## config.mk

```make
export PLATFORM = sky130hd
export DESIGN_NAME = gpt_unit
export DESIGN_NICKNAME = d
export VERILOG_FILES = /design/src/hw/gpt_pkg.sv /design/src/hw/gpt_unit.sv
export VERILOG_INCLUDE_DIRS = /design/src /design/src/hw
export SDC_FILE = /design/constraint.sdc
export NUM_CORES = 1
export LEC_CHECK = 0
export ABC_CLOCK_PERIOD_IN_PS = 20900
export BUFFER_PORTS_ARGS = -buffer_cell sky130_fd_sc_hd__clkbuf_2
export CAP_MARGIN = 20
export CORE_AREA = 2 2 213 215
export CTS_CLUSTER_DIAMETER = 150
export DETAILED_ROUTE_END_ITERATION = 8
export DIE_AREA = 0 0 215 217
export GPL_TIMING_DRIVEN = 0
export MAX_ROUTING_LAYER = met4
export SLEW_MARGIN = 5
export SYNTH_ARGS = -nofsm -noshare
export SYNTH_HDL_FRONTEND = slang
export SYNTH_SLANG_ARGS = --single-unit
```

## constraint.sdc

```tcl
create_clock -name clk_i -period 20.9 [get_ports clk_i]
set_input_delay 0 -clock clk_i [delete_from_list [all_inputs] [get_ports clk_i]]
set_output_delay 0 -clock clk_i [all_outputs]
set_load 0.05 [all_outputs]
```

## src/hw/gpt_defs.svh

```systemverilog
// Register offsets, field positions, reset values and timing counts of the timer unit.
// Included by the timer unit; defines only.
`ifndef GPT_DEFS_SVH
`define GPT_DEFS_SVH

`define GPT_CTL_BASE 8'h00
`define GPT_VAL_BASE 8'h14
`define GPT_CAPTURE_RELOAD_REG 8'h28
`define GPT_NODE_BASE 8'h2C

`define GPT_SEL_HI 2
`define GPT_SEL_LO 0
`define GPT_MODE_HI 5
`define GPT_MODE_LO 3
`define GPT_RUN 6
`define GPT_DOWN 7
`define GPT_EXTDIR 8
`define GPT_OUTEN 9
`define GPT_RLDEN 8
`define GPT_LATCH 10
`define GPT_CEDGE_HI 9
`define GPT_CEDGE_LO 8
`define GPT_CSRC_HI 11
`define GPT_CSRC_LO 10
`define GPT_CAPEN 12
`define GPT_CAPCLR 13
`define GPT_CTL_WMASK 16'hFBFF

`define GPT_PRIO_HI 3
`define GPT_PRIO_LO 0
`define GPT_IE 6
`define GPT_IR 7

`define GPT_CTL_RST 16'h0000
`define GPT_VAL_RST 16'h0000
`define GPT_NODE_RST 8'h00

`define GPT_CLK_NS 100
`define GPT_TCL_NS 50
`define FIRST_TIMER_MODULE_RES_TCL 16
`define SECOND_TIMER_MODULE_RES_TCL 8
`define FIRST_TIMER_MODULE_RES_CYC ((`FIRST_TIMER_MODULE_RES_TCL * `GPT_TCL_NS + `GPT_CLK_NS - 1) / `GPT_CLK_NS)
`define SECOND_TIMER_MODULE_RES_CYC ((`SECOND_TIMER_MODULE_RES_TCL * `GPT_TCL_NS + `GPT_CLK_NS - 1) / `GPT_CLK_NS)

`endif

```

## src/hw/gpt_pkg.sv

```systemverilog
// Types shared by the timer unit: operating modes and the pin bundle.
// No surroundings assumed.
package gpt_pkg;

    typedef enum logic [2:0] {
        GPT_TIMER   = 3'b000,
        GPT_COUNTER = 3'b001,
        GPT_GATE_LO = 3'b010,
        GPT_GATE_HI = 3'b011,
        GPT_RELOAD  = 3'b100,
        GPT_CAPTURE = 3'b101,
        GPT_INCR    = 3'b110
    } gpt_mode_t;

    // Index 0 aux low, 1 core, 2 aux high
    typedef struct packed {
        logic [2:0] timer_input_pin;
        logic [2:0] direction_input_pin;
        logic capture_input_pin;
    } gpt_pins_t;

endpackage

```

## src/hw/gpt_unit.sv

```systemverilog
// Five 16-bit timers in two modules behind a classic Wishbone slave.
// Assumes asynchronous pins and an aligned 32-bit Wishbone master on clk_i.
`timescale 1ns/1ps
`include "gpt_defs.svh"
module gpt_unit (
    input wire logic clk_i,
    input wire logic rst_i,
    input wire logic wb_cyc_i,
    input wire logic wb_stb_i,
    input wire logic wb_we_i,
    input wire logic [7:0] wb_adr_i,
    input wire logic [3:0] wb_sel_i,
    input wire logic [31:0] wb_dat_i,
    output logic [31:0] wb_dat_o,
    output logic wb_ack_o,
    input wire gpt_pkg::gpt_pins_t pins_i,
    output logic toggle_output_pin_o,
    output logic [5:0] node_req_o
);

    localparam int unsigned G1_SH = $clog2(`FIRST_TIMER_MODULE_RES_CYC);
    localparam int unsigned G2_SH = $clog2(`SECOND_TIMER_MODULE_RES_CYC);

    function automatic logic pre_tick(input logic [15:0] cnt, input logic [3:0] sh);
        logic [15:0] m;
        m = 16'((17'h00001 << sh) - 17'h00001);
        return &(cnt | ~m);
    endfunction

    function automatic logic edge_hit(input logic [1:0] s, input logic r, input logic f);
        return (s[0] & r) | (s[1] & f);
    endfunction

    function automatic logic [15:0] step(input logic [15:0] v, input logic dn);
        return dn ? v - 16'h0001 : v + 16'h0001;
    endfunction

    function automatic logic wraps(input logic [15:0] v, input logic dn);
        return dn ? (v == 16'h0000) : (v == 16'hFFFF);
    endfunction

    function automatic logic [15:0] lanes(input logic [15:0] o, input logic [31:0] d,
                                          input logic [3:0] s);
        return {s[1] ? d[15:8] : o[15:8], s[0] ? d[7:0] : o[7:0]};
    endfunction

    // Timer index: 0 aux low, 1 core, 2 aux high, 3 second aux, 4 second core
    logic [15:0] ctl_r [5];
    logic [15:0] val_r [5];
    logic [15:0] capture_reload_reg_r;
    logic [7:0] node_r [6];
    logic core_toggle_latch_r;
    logic second_toggle_latch_r;
    logic [1:0] otl_ev_r;
    logic sotl_ev_r;
    logic out_r;
    logic [5:0] req_r;
    logic [15:0] pre_r;
    logic ack_r;
    logic [31:0] dat_r;
    gpt_pkg::gpt_pins_t sync1_r;
    gpt_pkg::gpt_pins_t sync2_r;
    gpt_pkg::gpt_pins_t sync3_r;
    gpt_pkg::gpt_pins_t rise;
    gpt_pkg::gpt_pins_t fall;

    logic wr;
    logic [4:0] wr_ctl;
    logic [4:0] wr_val;
    logic wr_cap;
    logic [5:0] wr_node;
    logic [31:0] rdata;
    logic [4:0] en;
    logic [4:0] dn;
    logic [4:0] wrap;
    logic [2:0] cap;
    logic [2:0] rld;
    logic [2:0] rld_arm;
    logic otl_rise;
    logic otl_fall;
    logic scap;
    logic [5:0] ev;

    assign wb_ack_o = ack_r;
    assign wb_dat_o = dat_r;
    assign toggle_output_pin_o = out_r;
    assign node_req_o = req_r;

    // Pin synchroniser; stage three only serves edge detection
    always_ff @(posedge clk_i or posedge rst_i) begin
        if (rst_i) begin
            sync1_r <= '0;
            sync2_r <= '0;
            sync3_r <= '0;
        end else begin
            sync1_r <= pins_i;
            sync2_r <= sync1_r;
            sync3_r <= sync2_r;
        end
    end

    assign rise = sync2_r & ~sync3_r;
    assign fall = ~sync2_r & sync3_r;

    always_ff @(posedge clk_i or posedge rst_i) begin
        if (rst_i) begin
            pre_r <= 16'h0000;
        end else begin
            pre_r <= pre_r + 16'h0001;
        end
    end

    // Bus decode and read mux
    always_comb begin
        wr = wb_cyc_i & wb_stb_i & wb_we_i & ack_r;
        wr_cap = wr && (wb_adr_i == `GPT_CAPTURE_RELOAD_REG);
        rdata = 32'h00000000;
        if (wb_adr_i == `GPT_CAPTURE_RELOAD_REG) begin
            rdata = {16'h0000, capture_reload_reg_r};
        end
        for (int i = 0; i < 5; i++) begin
            wr_ctl[i] = wr && (wb_adr_i == `GPT_CTL_BASE + 8'(4 * i));
            wr_val[i] = wr && (wb_adr_i == `GPT_VAL_BASE + 8'(4 * i));
            if (wb_adr_i == `GPT_CTL_BASE + 8'(4 * i)) begin
                rdata = {16'h0000, ctl_r[i]};
            end
            if (wb_adr_i == `GPT_VAL_BASE + 8'(4 * i)) begin
                rdata = {16'h0000, val_r[i]};
            end
        end
        if (wb_adr_i == `GPT_CTL_BASE + 8'h04) begin
            rdata[`GPT_LATCH] = core_toggle_latch_r;
        end
        if (wb_adr_i == `GPT_CTL_BASE + 8'h10) begin
            rdata[`GPT_LATCH] = second_toggle_latch_r;
        end
        for (int j = 0; j < 6; j++) begin
            wr_node[j] = wr && (wb_adr_i == `GPT_NODE_BASE + 8'(4 * j));
            if (wb_adr_i == `GPT_NODE_BASE + 8'(4 * j)) begin
                rdata = {24'h000000, node_r[j]};
            end
        end
    end

    always_ff @(posedge clk_i or posedge rst_i) begin
        if (rst_i) begin
            ack_r <= 1'b0;
            dat_r <= 32'h00000000;
        end else begin
            ack_r <= wb_cyc_i & wb_stb_i & ~ack_r;
            dat_r <= rdata;
        end
    end

    // Count enables and directions
    always_comb begin
        logic [2:0] sel;
        logic a;
        logic b;
        logic ca;
        logic cb;
        gpt_pkg::gpt_mode_t md;
        sel = 3'h0;
        a = 1'b0;
        b = 1'b0;
        ca = 1'b0;
        cb = 1'b0;
        md = gpt_pkg::GPT_TIMER;
        en = 5'h00;
        dn = 5'h00;
        cap = 3'h0;
        rld_arm = 3'h0;
        for (int i = 0; i < 3; i++) begin
            sel = ctl_r[i][`GPT_SEL_HI:`GPT_SEL_LO];
            md = gpt_pkg::gpt_mode_t'(ctl_r[i][`GPT_MODE_HI:`GPT_MODE_LO]);
            a = sync2_r.timer_input_pin[i];
            b = sync2_r.direction_input_pin[i];
            ca = rise.timer_input_pin[i] | fall.timer_input_pin[i];
            cb = rise.direction_input_pin[i] | fall.direction_input_pin[i];
            dn[i] = ctl_r[i][`GPT_DOWN] ^ (ctl_r[i][`GPT_EXTDIR] & b);
            case (md)
                gpt_pkg::GPT_TIMER: begin
                    en[i] = pre_tick(pre_r, 4'(G1_SH) + {1'b0, sel});
                end
                gpt_pkg::GPT_GATE_LO: begin
                    en[i] = pre_tick(pre_r, 4'(G1_SH) + {1'b0, sel}) & ~a;
                end
                gpt_pkg::GPT_GATE_HI: begin
                    en[i] = pre_tick(pre_r, 4'(G1_SH) + {1'b0, sel}) & a;
                end
                gpt_pkg::GPT_COUNTER: begin
                    if (sel[2] && i != 1) begin
                        en[i] = edge_hit(sel[1:0], otl_ev_r[0], otl_ev_r[1]);
                    end else begin
                        en[i] = edge_hit(sel[1:0], rise.timer_input_pin[i],
                                         fall.timer_input_pin[i]);
                    end
                end
                gpt_pkg::GPT_INCR: begin
                    // Track A leading B counts up; simultaneous changes are ignored
                    en[i] = ca ^ cb;
                    dn[i] = ctl_r[i][`GPT_DOWN] ^ (ca ? (a == b) : (a != b));
                end
                gpt_pkg::GPT_RELOAD: begin
                    rld_arm[i] = (i != 1);
                end
                gpt_pkg::GPT_CAPTURE: begin
                    cap[i] = (i != 1) && edge_hit(sel[1:0], rise.timer_input_pin[i],
                                                  fall.timer_input_pin[i]);
                end
                default: begin
                    en[i] = 1'b0;
                end
            endcase
            en[i] = en[i] & ctl_r[i][`GPT_RUN];
        end
        for (int i = 3; i < 5; i++) begin
            sel = ctl_r[i][`GPT_SEL_HI:`GPT_SEL_LO];
            md = gpt_pkg::gpt_mode_t'(ctl_r[i][`GPT_MODE_HI:`GPT_MODE_LO]);
            dn[i] = ctl_r[i][`GPT_DOWN];
            if (i == 3 && md == gpt_pkg::GPT_COUNTER) begin
                en[i] = sotl_ev_r;
            end else begin
                en[i] = pre_tick(pre_r, 4'(G2_SH) + {1'b0, sel});
            end
            en[i] = en[i] & ctl_r[i][`GPT_RUN];
        end
        for (int i = 0; i < 5; i++) begin
            wrap[i] = en[i] & wraps(val_r[i], dn[i]);
        end
    end

    // Reload and second capture triggers
    always_comb begin
        logic [2:0] sel;
        logic src;
        sel = 3'h0;
        src = 1'b0;
        otl_rise = wrap[1] & ~core_toggle_latch_r;
        otl_fall = wrap[1] & core_toggle_latch_r;
        rld = 3'h0;
        for (int i = 0; i < 3; i += 2) begin
            sel = ctl_r[i][`GPT_SEL_HI:`GPT_SEL_LO];
            if (sel[2]) begin
                rld[i] = rld_arm[i] & edge_hit(sel[1:0], otl_rise, otl_fall);
            end else begin
                rld[i] = rld_arm[i] & edge_hit(sel[1:0], rise.timer_input_pin[i],
                                               fall.timer_input_pin[i]);
            end
        end
        case (ctl_r[3][`GPT_CSRC_HI:`GPT_CSRC_LO])
            2'h0: src = edge_hit(ctl_r[3][`GPT_CEDGE_HI:`GPT_CEDGE_LO],
                                 rise.capture_input_pin, fall.capture_input_pin);
            2'h1: src = rise.timer_input_pin[1] | fall.timer_input_pin[1];
            2'h2: src = rise.direction_input_pin[1] | fall.direction_input_pin[1];
            2'h3: src = rise.timer_input_pin[1] | fall.timer_input_pin[1] |
                        rise.direction_input_pin[1] | fall.direction_input_pin[1];
            default: src = 1'b0;
        endcase
        scap = ctl_r[3][`GPT_CAPEN] & src;
        ev = {scap, wrap[4], wrap[3], wrap[2] | cap[2] | rld[2], wrap[1],
              wrap[0] | cap[0] | rld[0]};
    end

    always_ff @(posedge clk_i or posedge rst_i) begin
        if (rst_i) begin
            for (int i = 0; i < 5; i++) begin
                ctl_r[i] <= `GPT_CTL_RST;
            end
        end else begin
            for (int i = 0; i < 5; i++) begin
                // Bit 10 is latch readback on the two cores, masked on aux low and high, but a source select on second aux
                if (wr_ctl[i]) begin
                    ctl_r[i] <= lanes(ctl_r[i], wb_dat_i, wb_sel_i) &
                                ((i == 3) ? 16'hFFFF : `GPT_CTL_WMASK);
                end
            end
        end
    end

    // Timer values; software write wins over hardware in the same cycle
    always_ff @(posedge clk_i or posedge rst_i) begin
        if (rst_i) begin
            for (int i = 0; i < 5; i++) begin
                val_r[i] <= `GPT_VAL_RST;
            end
        end else begin
            for (int i = 0; i < 5; i++) begin
                if (wr_val[i]) begin
                    val_r[i] <= lanes(val_r[i], wb_dat_i, wb_sel_i);
                end else if (i == 1 && rld[0]) begin
                    val_r[i] <= val_r[0];
                end else if (i == 1 && rld[2]) begin
                    val_r[i] <= val_r[2];
                end else if (cap[i % 3] && i != 1 && i < 3) begin
                    val_r[i] <= val_r[1];
                end else if (i == 3 && scap && ctl_r[3][`GPT_CAPCLR]) begin
                    val_r[i] <= 16'h0000;
                end else if (i == 4 && wrap[4] && ctl_r[4][`GPT_RLDEN]) begin
                    val_r[i] <= capture_reload_reg_r;
                end else if (en[i]) begin
                    val_r[i] <= step(val_r[i], dn[i]);
                end
            end
        end
    end

    always_ff @(posedge clk_i or posedge rst_i) begin
        if (rst_i) begin
            capture_reload_reg_r <= `GPT_VAL_RST;
        end else if (wr_cap) begin
            capture_reload_reg_r <= lanes(capture_reload_reg_r, wb_dat_i, wb_sel_i);
        end else if (scap) begin
            capture_reload_reg_r <= val_r[3];
        end
    end

    // Toggle latches and their change events for chained timers
    always_ff @(posedge clk_i or posedge rst_i) begin
        if (rst_i) begin
            core_toggle_latch_r <= 1'b0;
            second_toggle_latch_r <= 1'b0;
            otl_ev_r <= 2'h0;
            sotl_ev_r <= 1'b0;
            out_r <= 1'b0;
        end else begin
            core_toggle_latch_r <= core_toggle_latch_r ^ wrap[1];
            second_toggle_latch_r <= second_toggle_latch_r ^ wrap[4];
            otl_ev_r <= {otl_fall, otl_rise};
            sotl_ev_r <= wrap[4];
            out_r <= ctl_r[1][`GPT_OUTEN] & core_toggle_latch_r;
        end
    end

    // Interrupt nodes; a hardware event wins over a clearing write
    always_ff @(posedge clk_i or posedge rst_i) begin
        if (rst_i) begin
            for (int j = 0; j < 6; j++) begin
                node_r[j] <= `GPT_NODE_RST;
            end
            req_r <= 6'h00;
        end else begin
            for (int j = 0; j < 6; j++) begin
                if (wr_node[j] && wb_sel_i[0]) begin
                    node_r[j] <= wb_dat_i[7:0];
                end
                if (ev[j]) begin
                    node_r[j][`GPT_IR] <= 1'b1;
                end
                req_r[j] <= node_r[j][`GPT_IR] & node_r[j][`GPT_IE];
            end
        end
    end
endmodule

```

== Word level (Yosys, flattened, before mapping) ==
Index checks and enable logic that the tools add are counted.

* Add/sub/neg operators: 21
* Reductions and logical operators: 74
* Multiplexer cells: 80
* Shift-type cells: 5
* Equal/unequal tests: 59
* Bitwise gates (word level): 103

{| class="wikitable"
|+ Operator list
! kind !! count
|-
| $mux W32 || 16
|-
| $mux W16 || 24
|-
| $sub A16 B1 Y16 const B || 10
|-
| $add A16 B1 Y16 const B || 6
|-
| $eq A16 B16 Y1 const B || 5
|-
| $logic_not A16 Y1 || 5
|-
| $not A16 Y16 || 5
|-
| $or A16 B16 Y16 || 5
|-
| $reduce_and A16 Y1 || 5
|-
| $shl A1 B4 Y16 const A || 5
|-
| $eq A8 B6 Y1 const B || 8
|-
| $mux W8 || 8
|-
| $and A1 B1 Y1 || 53
|-
| $reduce_and A2 Y1 || 22
|-
| $eq A8 B5 Y1 const B || 4
|-
| $mux W1 || 28
|-
| $logic_and A1 B1 Y1 || 25
|-
| $ne A2 B2 Y1 const B || 12
|-
| $eq A3 B3 Y1 const B || 7
|-
| $add A2 B3 Y4 const A || 5
|-
| $or A1 B1 Y1 || 20
|-
| $eq A3 B2 Y1 const B || 6
|-
| $eq A8 B4 Y1 const B || 2
|-
| $pmux W1 S5 || 3
|-
| other kinds (18) || 53
|}

* Input bits: 56
* Register bits after elaboration: 302
* Output and inout port bits: 40
* Word-level logic and storage cells: 394

== Depth between registers and ports, before layout ==
* Word-level depth: 20
* Mapped depth: 17
* Depth with buffers taken out: 17

== Worst setup path after synthesis ==
Ideal clock, no wire load.

* Kind: reg-to-reg
* Start point: register sync2_r[5] (netlist name)
* End point: register val_r[63] (netlist name)
* Setup slack: 16752 ps
* Library setup time: 65 ps
* Cell stages (with the launch flop): 15
* Data arrival time: 4083 ps
* Buffers on the path: 0
* Data required time: 20835 ps
* Cells stage by stage: dfrtp_1 inv_1 ha_1 xor3_1 mux2i_1 xor2_1 ha_1 a21o_1 a21o_1 a221o_1 o221a_2 o221ai_1 mux2i_1 o311ai_0 o21a_1

* Longest elaborated chain between the ends: 16
* Elaborated cells on any way between the ends: 39
* Those cells by class: eq/ne (2); mux (11); bitwise (24); reduce/logical (2)

{| class="wikitable"
|+ Ends and longest elaborated chain
! what !! line !! source
|-
| start, declared || gpt_unit.sv:62 || <nowiki>gpt_pkg::gpt_pins_t sync2_r;</nowiki>
|-
| start signal, assigned || gpt_unit.sv:97 || <nowiki>sync2_r <= sync1_r;</nowiki>
|-
| $not A7 Y7 || gpt_unit.sv:103 || <nowiki>assign fall = ~sync2_r & sync3_r;</nowiki>
|-
| $and A7 B7 Y7 || gpt_unit.sv:103 ||
|-
| $or A1 B1 Y1 || gpt_unit.sv:178 || <nowiki>ca = rise.timer_input_pin[i] | fall.timer_input_pin[i];</nowiki>
|-
| $mux W1 || gpt_unit.sv:202 || <nowiki>dn[i] = ctl_r[i][`GPT_DOWN] ^ (ca ? (a == b) : (a != b));</nowiki>
|-
| $xor A1 B1 Y1 || gpt_unit.sv:202 ||
|-
| $mux W1 || gpt_unit.sv:181 || <nowiki>case (md)</nowiki>
|-
| $mux W1 || gpt_unit.sv:39 || <nowiki>return dn ? (v == 16'h0000) : (v == 16'hFFFF);</nowiki>
|-
| $and A1 B1 Y1 || gpt_unit.sv:229 || <nowiki>wrap[i] = en[i] & wraps(val_r[i], dn[i]);</nowiki>
|-
| $and A1 B1 Y1 (on tied branches) || gpt_unit.sv:239, gpt_unit.sv:240 ||
|-
| $and A1 B1 Y1 || gpt_unit.sv:31 || <nowiki>return (s[0] & r) | (s[1] & f);</nowiki>
|-
| $or A1 B1 Y1 || gpt_unit.sv:31 ||
|-
| $and A1 B1 Y1 || gpt_unit.sv:245 || <nowiki>rld[i] = rld_arm[i] & edge_hit(sel[1:0], otl_rise, otl_fall);</nowiki>
|-
| $mux W1 || gpt_unit.sv:244 || <nowiki>if (sel[2]) begin</nowiki>
|-
| $mux W16 || gpt_unit.sv:293 || <nowiki>end else if (i == 1 && rld[2]) begin</nowiki>
|-
| $mux W16 || gpt_unit.sv:291 || <nowiki>end else if (i == 1 && rld[0]) begin</nowiki>
|-
| $mux W16 || gpt_unit.sv:289 || <nowiki>if (wr_val[i]) begin</nowiki>
|-
| end signal, assigned by index || gpt_unit.sv:290 || <nowiki>val_r[i] <= lanes(val_r[i], wb_dat_i, wb_sel_i);</nowiki>
|-
| end signal, assigned by index || gpt_unit.sv:292 || <nowiki>val_r[i] <= val_r[0];</nowiki>
|-
| end signal, assigned by index || gpt_unit.sv:294 || <nowiki>val_r[i] <= val_r[2];</nowiki>
|-
| end, declared || gpt_unit.sv:49 || <nowiki>logic [15:0] val_r [5];</nowiki>
|}

Several ways; a longest one is shown, not always the timed one. The select of a mux whose other input is x is not followed.
A chain may end at the register's enable or synchronous reset.

== Worst setup path after layout ==
* Start point: register ctl_r[17] (netlist name)
* End point: register val_r[24] (netlist name)

* Longest elaborated chain between the ends: 10

{| class="wikitable"
|+ Ends and longest elaborated chain
! what !! line !! source
|-
| start, declared || gpt_unit.sv:48 || <nowiki>logic [15:0] ctl_r [5];</nowiki>
|-
| start signal, assigned by index || gpt_unit.sv:268 || <nowiki>ctl_r[i] <= `GPT_CTL_RST;</nowiki>
|-
| start signal, assigned by index || gpt_unit.sv:274 || <nowiki>ctl_r[i] <= lanes(ctl_r[i], wb_dat_i, wb_sel_i) &</nowiki>
|-
| $add A2 B3 Y4 || gpt_unit.sv:224 || <nowiki>en[i] = pre_tick(pre_r, 4'(G2_SH) + {1'b0, sel});</nowiki>
|-
| $shl A1 B4 Y16 || gpt_unit.sv:26 || <nowiki>m = 16'((17'h00001 << sh) - 17'h00001);</nowiki>
|-
| $sub A16 B1 Y16 || gpt_unit.sv:26 ||
|-
| $not A16 Y16 || gpt_unit.sv:27 || <nowiki>return &(cnt | ~m);</nowiki>
|-
| $or A16 B16 Y16 || gpt_unit.sv:27 ||
|-
| $reduce_and A16 Y1 || gpt_unit.sv:27 ||
|-
| $mux W1 || gpt_unit.sv:221 || <nowiki>if (i == 3 && md == gpt_pkg::GPT_COUNTER) begin</nowiki>
|-
| $and A1 B1 Y1 || gpt_unit.sv:226 || <nowiki>en[i] = en[i] & ctl_r[i][`GPT_RUN];</nowiki>
|-
| $reduce_bool A3 Y1 (no line) || n/a ||
|-
| $reduce_and A2 Y1 (no line) || n/a ||
|-
| end signal, assigned by index || gpt_unit.sv:285 || <nowiki>val_r[i] <= `GPT_VAL_RST;</nowiki>
|-
| end signal, assigned by index || gpt_unit.sv:290 ||
|-
| end signal, assigned by index || gpt_unit.sv:292 ||
|}

Every way passes these cells.

==> flow_summary.toml <==
[placed_design]
hpwl_mm = 54.4
pre_cts_ws_ps = 15750
io_buffers = 49
finalWeightedCongestion = 0.975
dpl-instance-area_sq_mm = 0.0206

[synth]
syn-instance-count = 2089
ys_seq_elements = 285
syn_area_per_cell_sq_um = 9.28
synthesis.area_sq_mm = 0.0194
yosysTopAreaCellShare_pct = 36.8
synth_largest_area_cell = "dfrtp_1"
async_reset_ff_share_pct = 100
synth.distinct_cells = 104
synth_edf_count = 0
synth-warning-count = 0
synth.area.top_cells = "dfrtp_1 37%, mux2_2 7.6%, ha_1 6.1%"
synth.yosys.seq_area_share_pct = 36.8
synthFlopType = "dfrtp_1"

[critical_path]
cp_max_fo = 10
crit_required_ps = 21380
startpoint_type = "flip-flop"
r2r_cells = 16
worstPathCellList = "clkbuf_1 > inv_1 > ha_1 > buf_2 > nand2b_1 > or3b_2 > ha_1 > o22ai_1 > a21oi_1 > o311ai_0 > a2111oi_0 > a21oi_1 > nor2_1 > buf_2 > nor2_1 > a21oi_1"
critPathTopFamily = "compound AO/OA/AOI/OAI gates"
worst-path-buf-inv = 4
r2r-end = "val_r[24]"
reg2reg_slack_ps = 15710
cp-startpoint = "ctl_r[17]"
rr_startpoint = "ctl_r[17]"
worstSetupEndpointType = "flip-flop"
crit_slowest_cell = "a2111oi_0"
critical-path-max-stage-delay_ps = 810
crit_arrival_ps = 5670
worstSetupPathType = "reg2reg"
cp_common_cell = "a21oi_1"

[route]
antenna_left = 0
vias = 18300
drt_iter0_markers = 2241
route.detailed.drc = 0
avgViaCountPerCell = 6.42
dr.pass1.iters = 6
wl_mm = 74.0
wl_per_cell_um = 26.0

[global_route]
overflow = 0
grt_pass1_wl_mm = 112
grt_max_degree = 119
grt_pass1_vias = 17300
grt_antenna_before_repair = 5
grtUsageTotal_pct = 32.5

[floorplan]
ios = 96
std_cell_rows = 78
core_sq_mm = 0.0447
die_height_um = 217
die_w_um = 215
start_util_pct = 43.4
die_area_sq_mm = 0.0467

[sta]
rsz0062_at_grt = "no"
finClkSkew_ps = 14.4
worst-slew-pin-transition_ps = 1110
setup_viol = 0
finalWorstSetupSlack_ps = 15710
timing_hold_violations_final = 0
post-route-min-period_ps = 5190
slew_viol_final = 0
relSlewSlack_pct = 25.2
max_freq_ghz = 0.193
fin_setup_tns_ps = 0
min_period_over_period_pct = 24.8

[min_path]
hold_path_depth = 3
min_from = "wb_dat_i[7]"
min_to = "node_r[15]"
hp-class = "in2reg"

[run_status]
outcome = "finished clean"

[cts]
clock-root-buffer = "clkbuf_16"
cts.sinks = 285
cts_tree = "built"
clk_latency_ps = 560
clk_path_buf_depth = 3
clk_pin_slew_ps = 60
cts_buffers = 36
ctsHtreeMaxLevel = 2

[pwr]
total_power_mw = 1.31
irDropWorstVdd_uv = 54.8
leakagePower_nw = 9.96
power_density_mw_per_mm2 = 59.5

[layout]
synthToLayoutAreaGrowth_pct = 13.7
fin_area_sq_mm = 0.0220
nets = 2378
layout-drive-gt1-share_pct = 15.8

[job]
cap_viol_max_count = 0
[worst max-delay path by stage]
stage	endpoint	slack, ps	cells after the start
floorplan	capture_reload_reg_r[0]	13040	1
global placement	val_r[58]	9450	2
detailed placement	val_r[24]	15750	16
CTS	val_r[24]	15750	16
global route	val_r[26]	15310	16
finish	val_r[24]	15710	16
[synthesized netlist by cell type (30+ instances only)]
library cell and number:
dfrtp_1 285, nor2_1 178, nand2_1 171, mux2_2 131, o21ai_0 128, a21oi_1 106
ha_1 95, clkbuf_1 75, nand3_1 54, inv_1 51, xor2_1 44, a22oi_1 42
xnor2_1 41, o211ai_1 40, nor3_1 38, mux2i_1 36, nand4_1 35, a31oi_1 34
buf_2 32, nor4_1 30
[state kept, by name, summed over array words and instances (netlist names)]
name	count
node_r	48
pre_r	15
wb_ack_o	1
otl_ev_r	2
ctl_r	76
sync3_r	7
wb_dat_o	16
core_toggle_latch_r	1
sync2_r	7
second_toggle_latch_r	1
sync1_r	7
node_req_o	6
sotl_ev_r	1
toggle_output_pin_o	1
capture_reload_reg_r	16
val_r	80
[worst reg2reg max path, stage by stage (launching register included)]
cell and delay, ps:
dfrtp_1 430, clkbuf_1 510, inv_1 180, ha_1 320, buf_2 170, nand2b_1 230
or3b_2 470, ha_1 280, o22ai_1 60, a21oi_1 140, o311ai_0 140, a2111oi_0 810
a21oi_1 420, nor2_1 470, buf_2 300, nor2_1 60, a21oi_1 120
[metrics by stage]
step                      hold WS [ps]  util, %  cells
final                             29.0     49.3   2849
after global routing              15.9     49.3   2849
after CTS                         5.29     49.2   2843
after detailed placement           110     46.0   2761
after global placement             108     45.8   2756
after floorplan                   31.4        -   2107
[cell usage in the layout (no fill, tap or decap), drive strengths merged, types with 19 or more instances in the layout]
cell         Yosys  routed
dfrtp          285     285
nor2           182     182
clkbuf          75     173
nand2          172     172
o21ai          136     136
mux2           131     131
a21oi          109     109
ha              95      95
buf             54      61
nand3           54      54
inv             52      54
xor2            44      44
a22oi           42      42
xnor2           41      41
o211ai          41      41
nor3            41      41
mux2i           36      36
a31oi           36      36
nand4           35      35
nor4            31      31
a211oi          29      29
a21o            28      28
nand2b          22      22
conb             2      20
dlygate4sd3      0      19
o22ai           19      19
[cell type report]
type                            instances  area, sq um
Antenna cell                            2         5.00
Buffer                                129          607
Clock buffer                           47         1020
Clock inverter                         16          224
Fill cell                            4333        22700
Inverter                               52          203
Multi-Input combinational cell       1641        11500
Sequential cell                       285         7130
Tap cell                              600          751
Timing Repair Buffer                   77          551
[metal layers]
| metal | vias to the layer above | wire length, um | track usage [%] |
|---|---|---|---|
| li1 | 8106 | - | - |
| met5 | - | 0 | - |
| met4 | 0 | 3330 | 12.8 |
| met2 | 923 | 33300 | 49.7 |
| met1 | 9052 | 31300 | 43.6 |
| met3 | 206 | 6080 | 4.88 |
[repair_timing]
action / 4_1_cts / 5_1_grt
gates resized for setup: 0 / 0
buffers inserted: 0 / 0
hold buffers: 19 / 0
endpoints found under the hold margin: 95 / 0
[power by group]
part	internal, mW	total (mW)	switching (mW)
clock	0.408	0.672	0.264
combinational	0.0215	0.0763	0.0548
sequential	0.556	0.563	0.00651
total	0.986	1.31	0.326
[cell families after synthesis]
kind of cell,Yosys count,share of synthesized area [%]
XOR/XNOR,88,4.20
other,2,0.0387
adder cells (fa/ha/maj),100,6.65
flip-flops,285,36.8
multiplexers,167,9.47
AO/OA/AOI/OAI,607,21.5
AND/OR/NAND/NOR,659,17.2
buffers and inverters,181,4.14
Note: power is estimated with default switching activity, not from simulation.
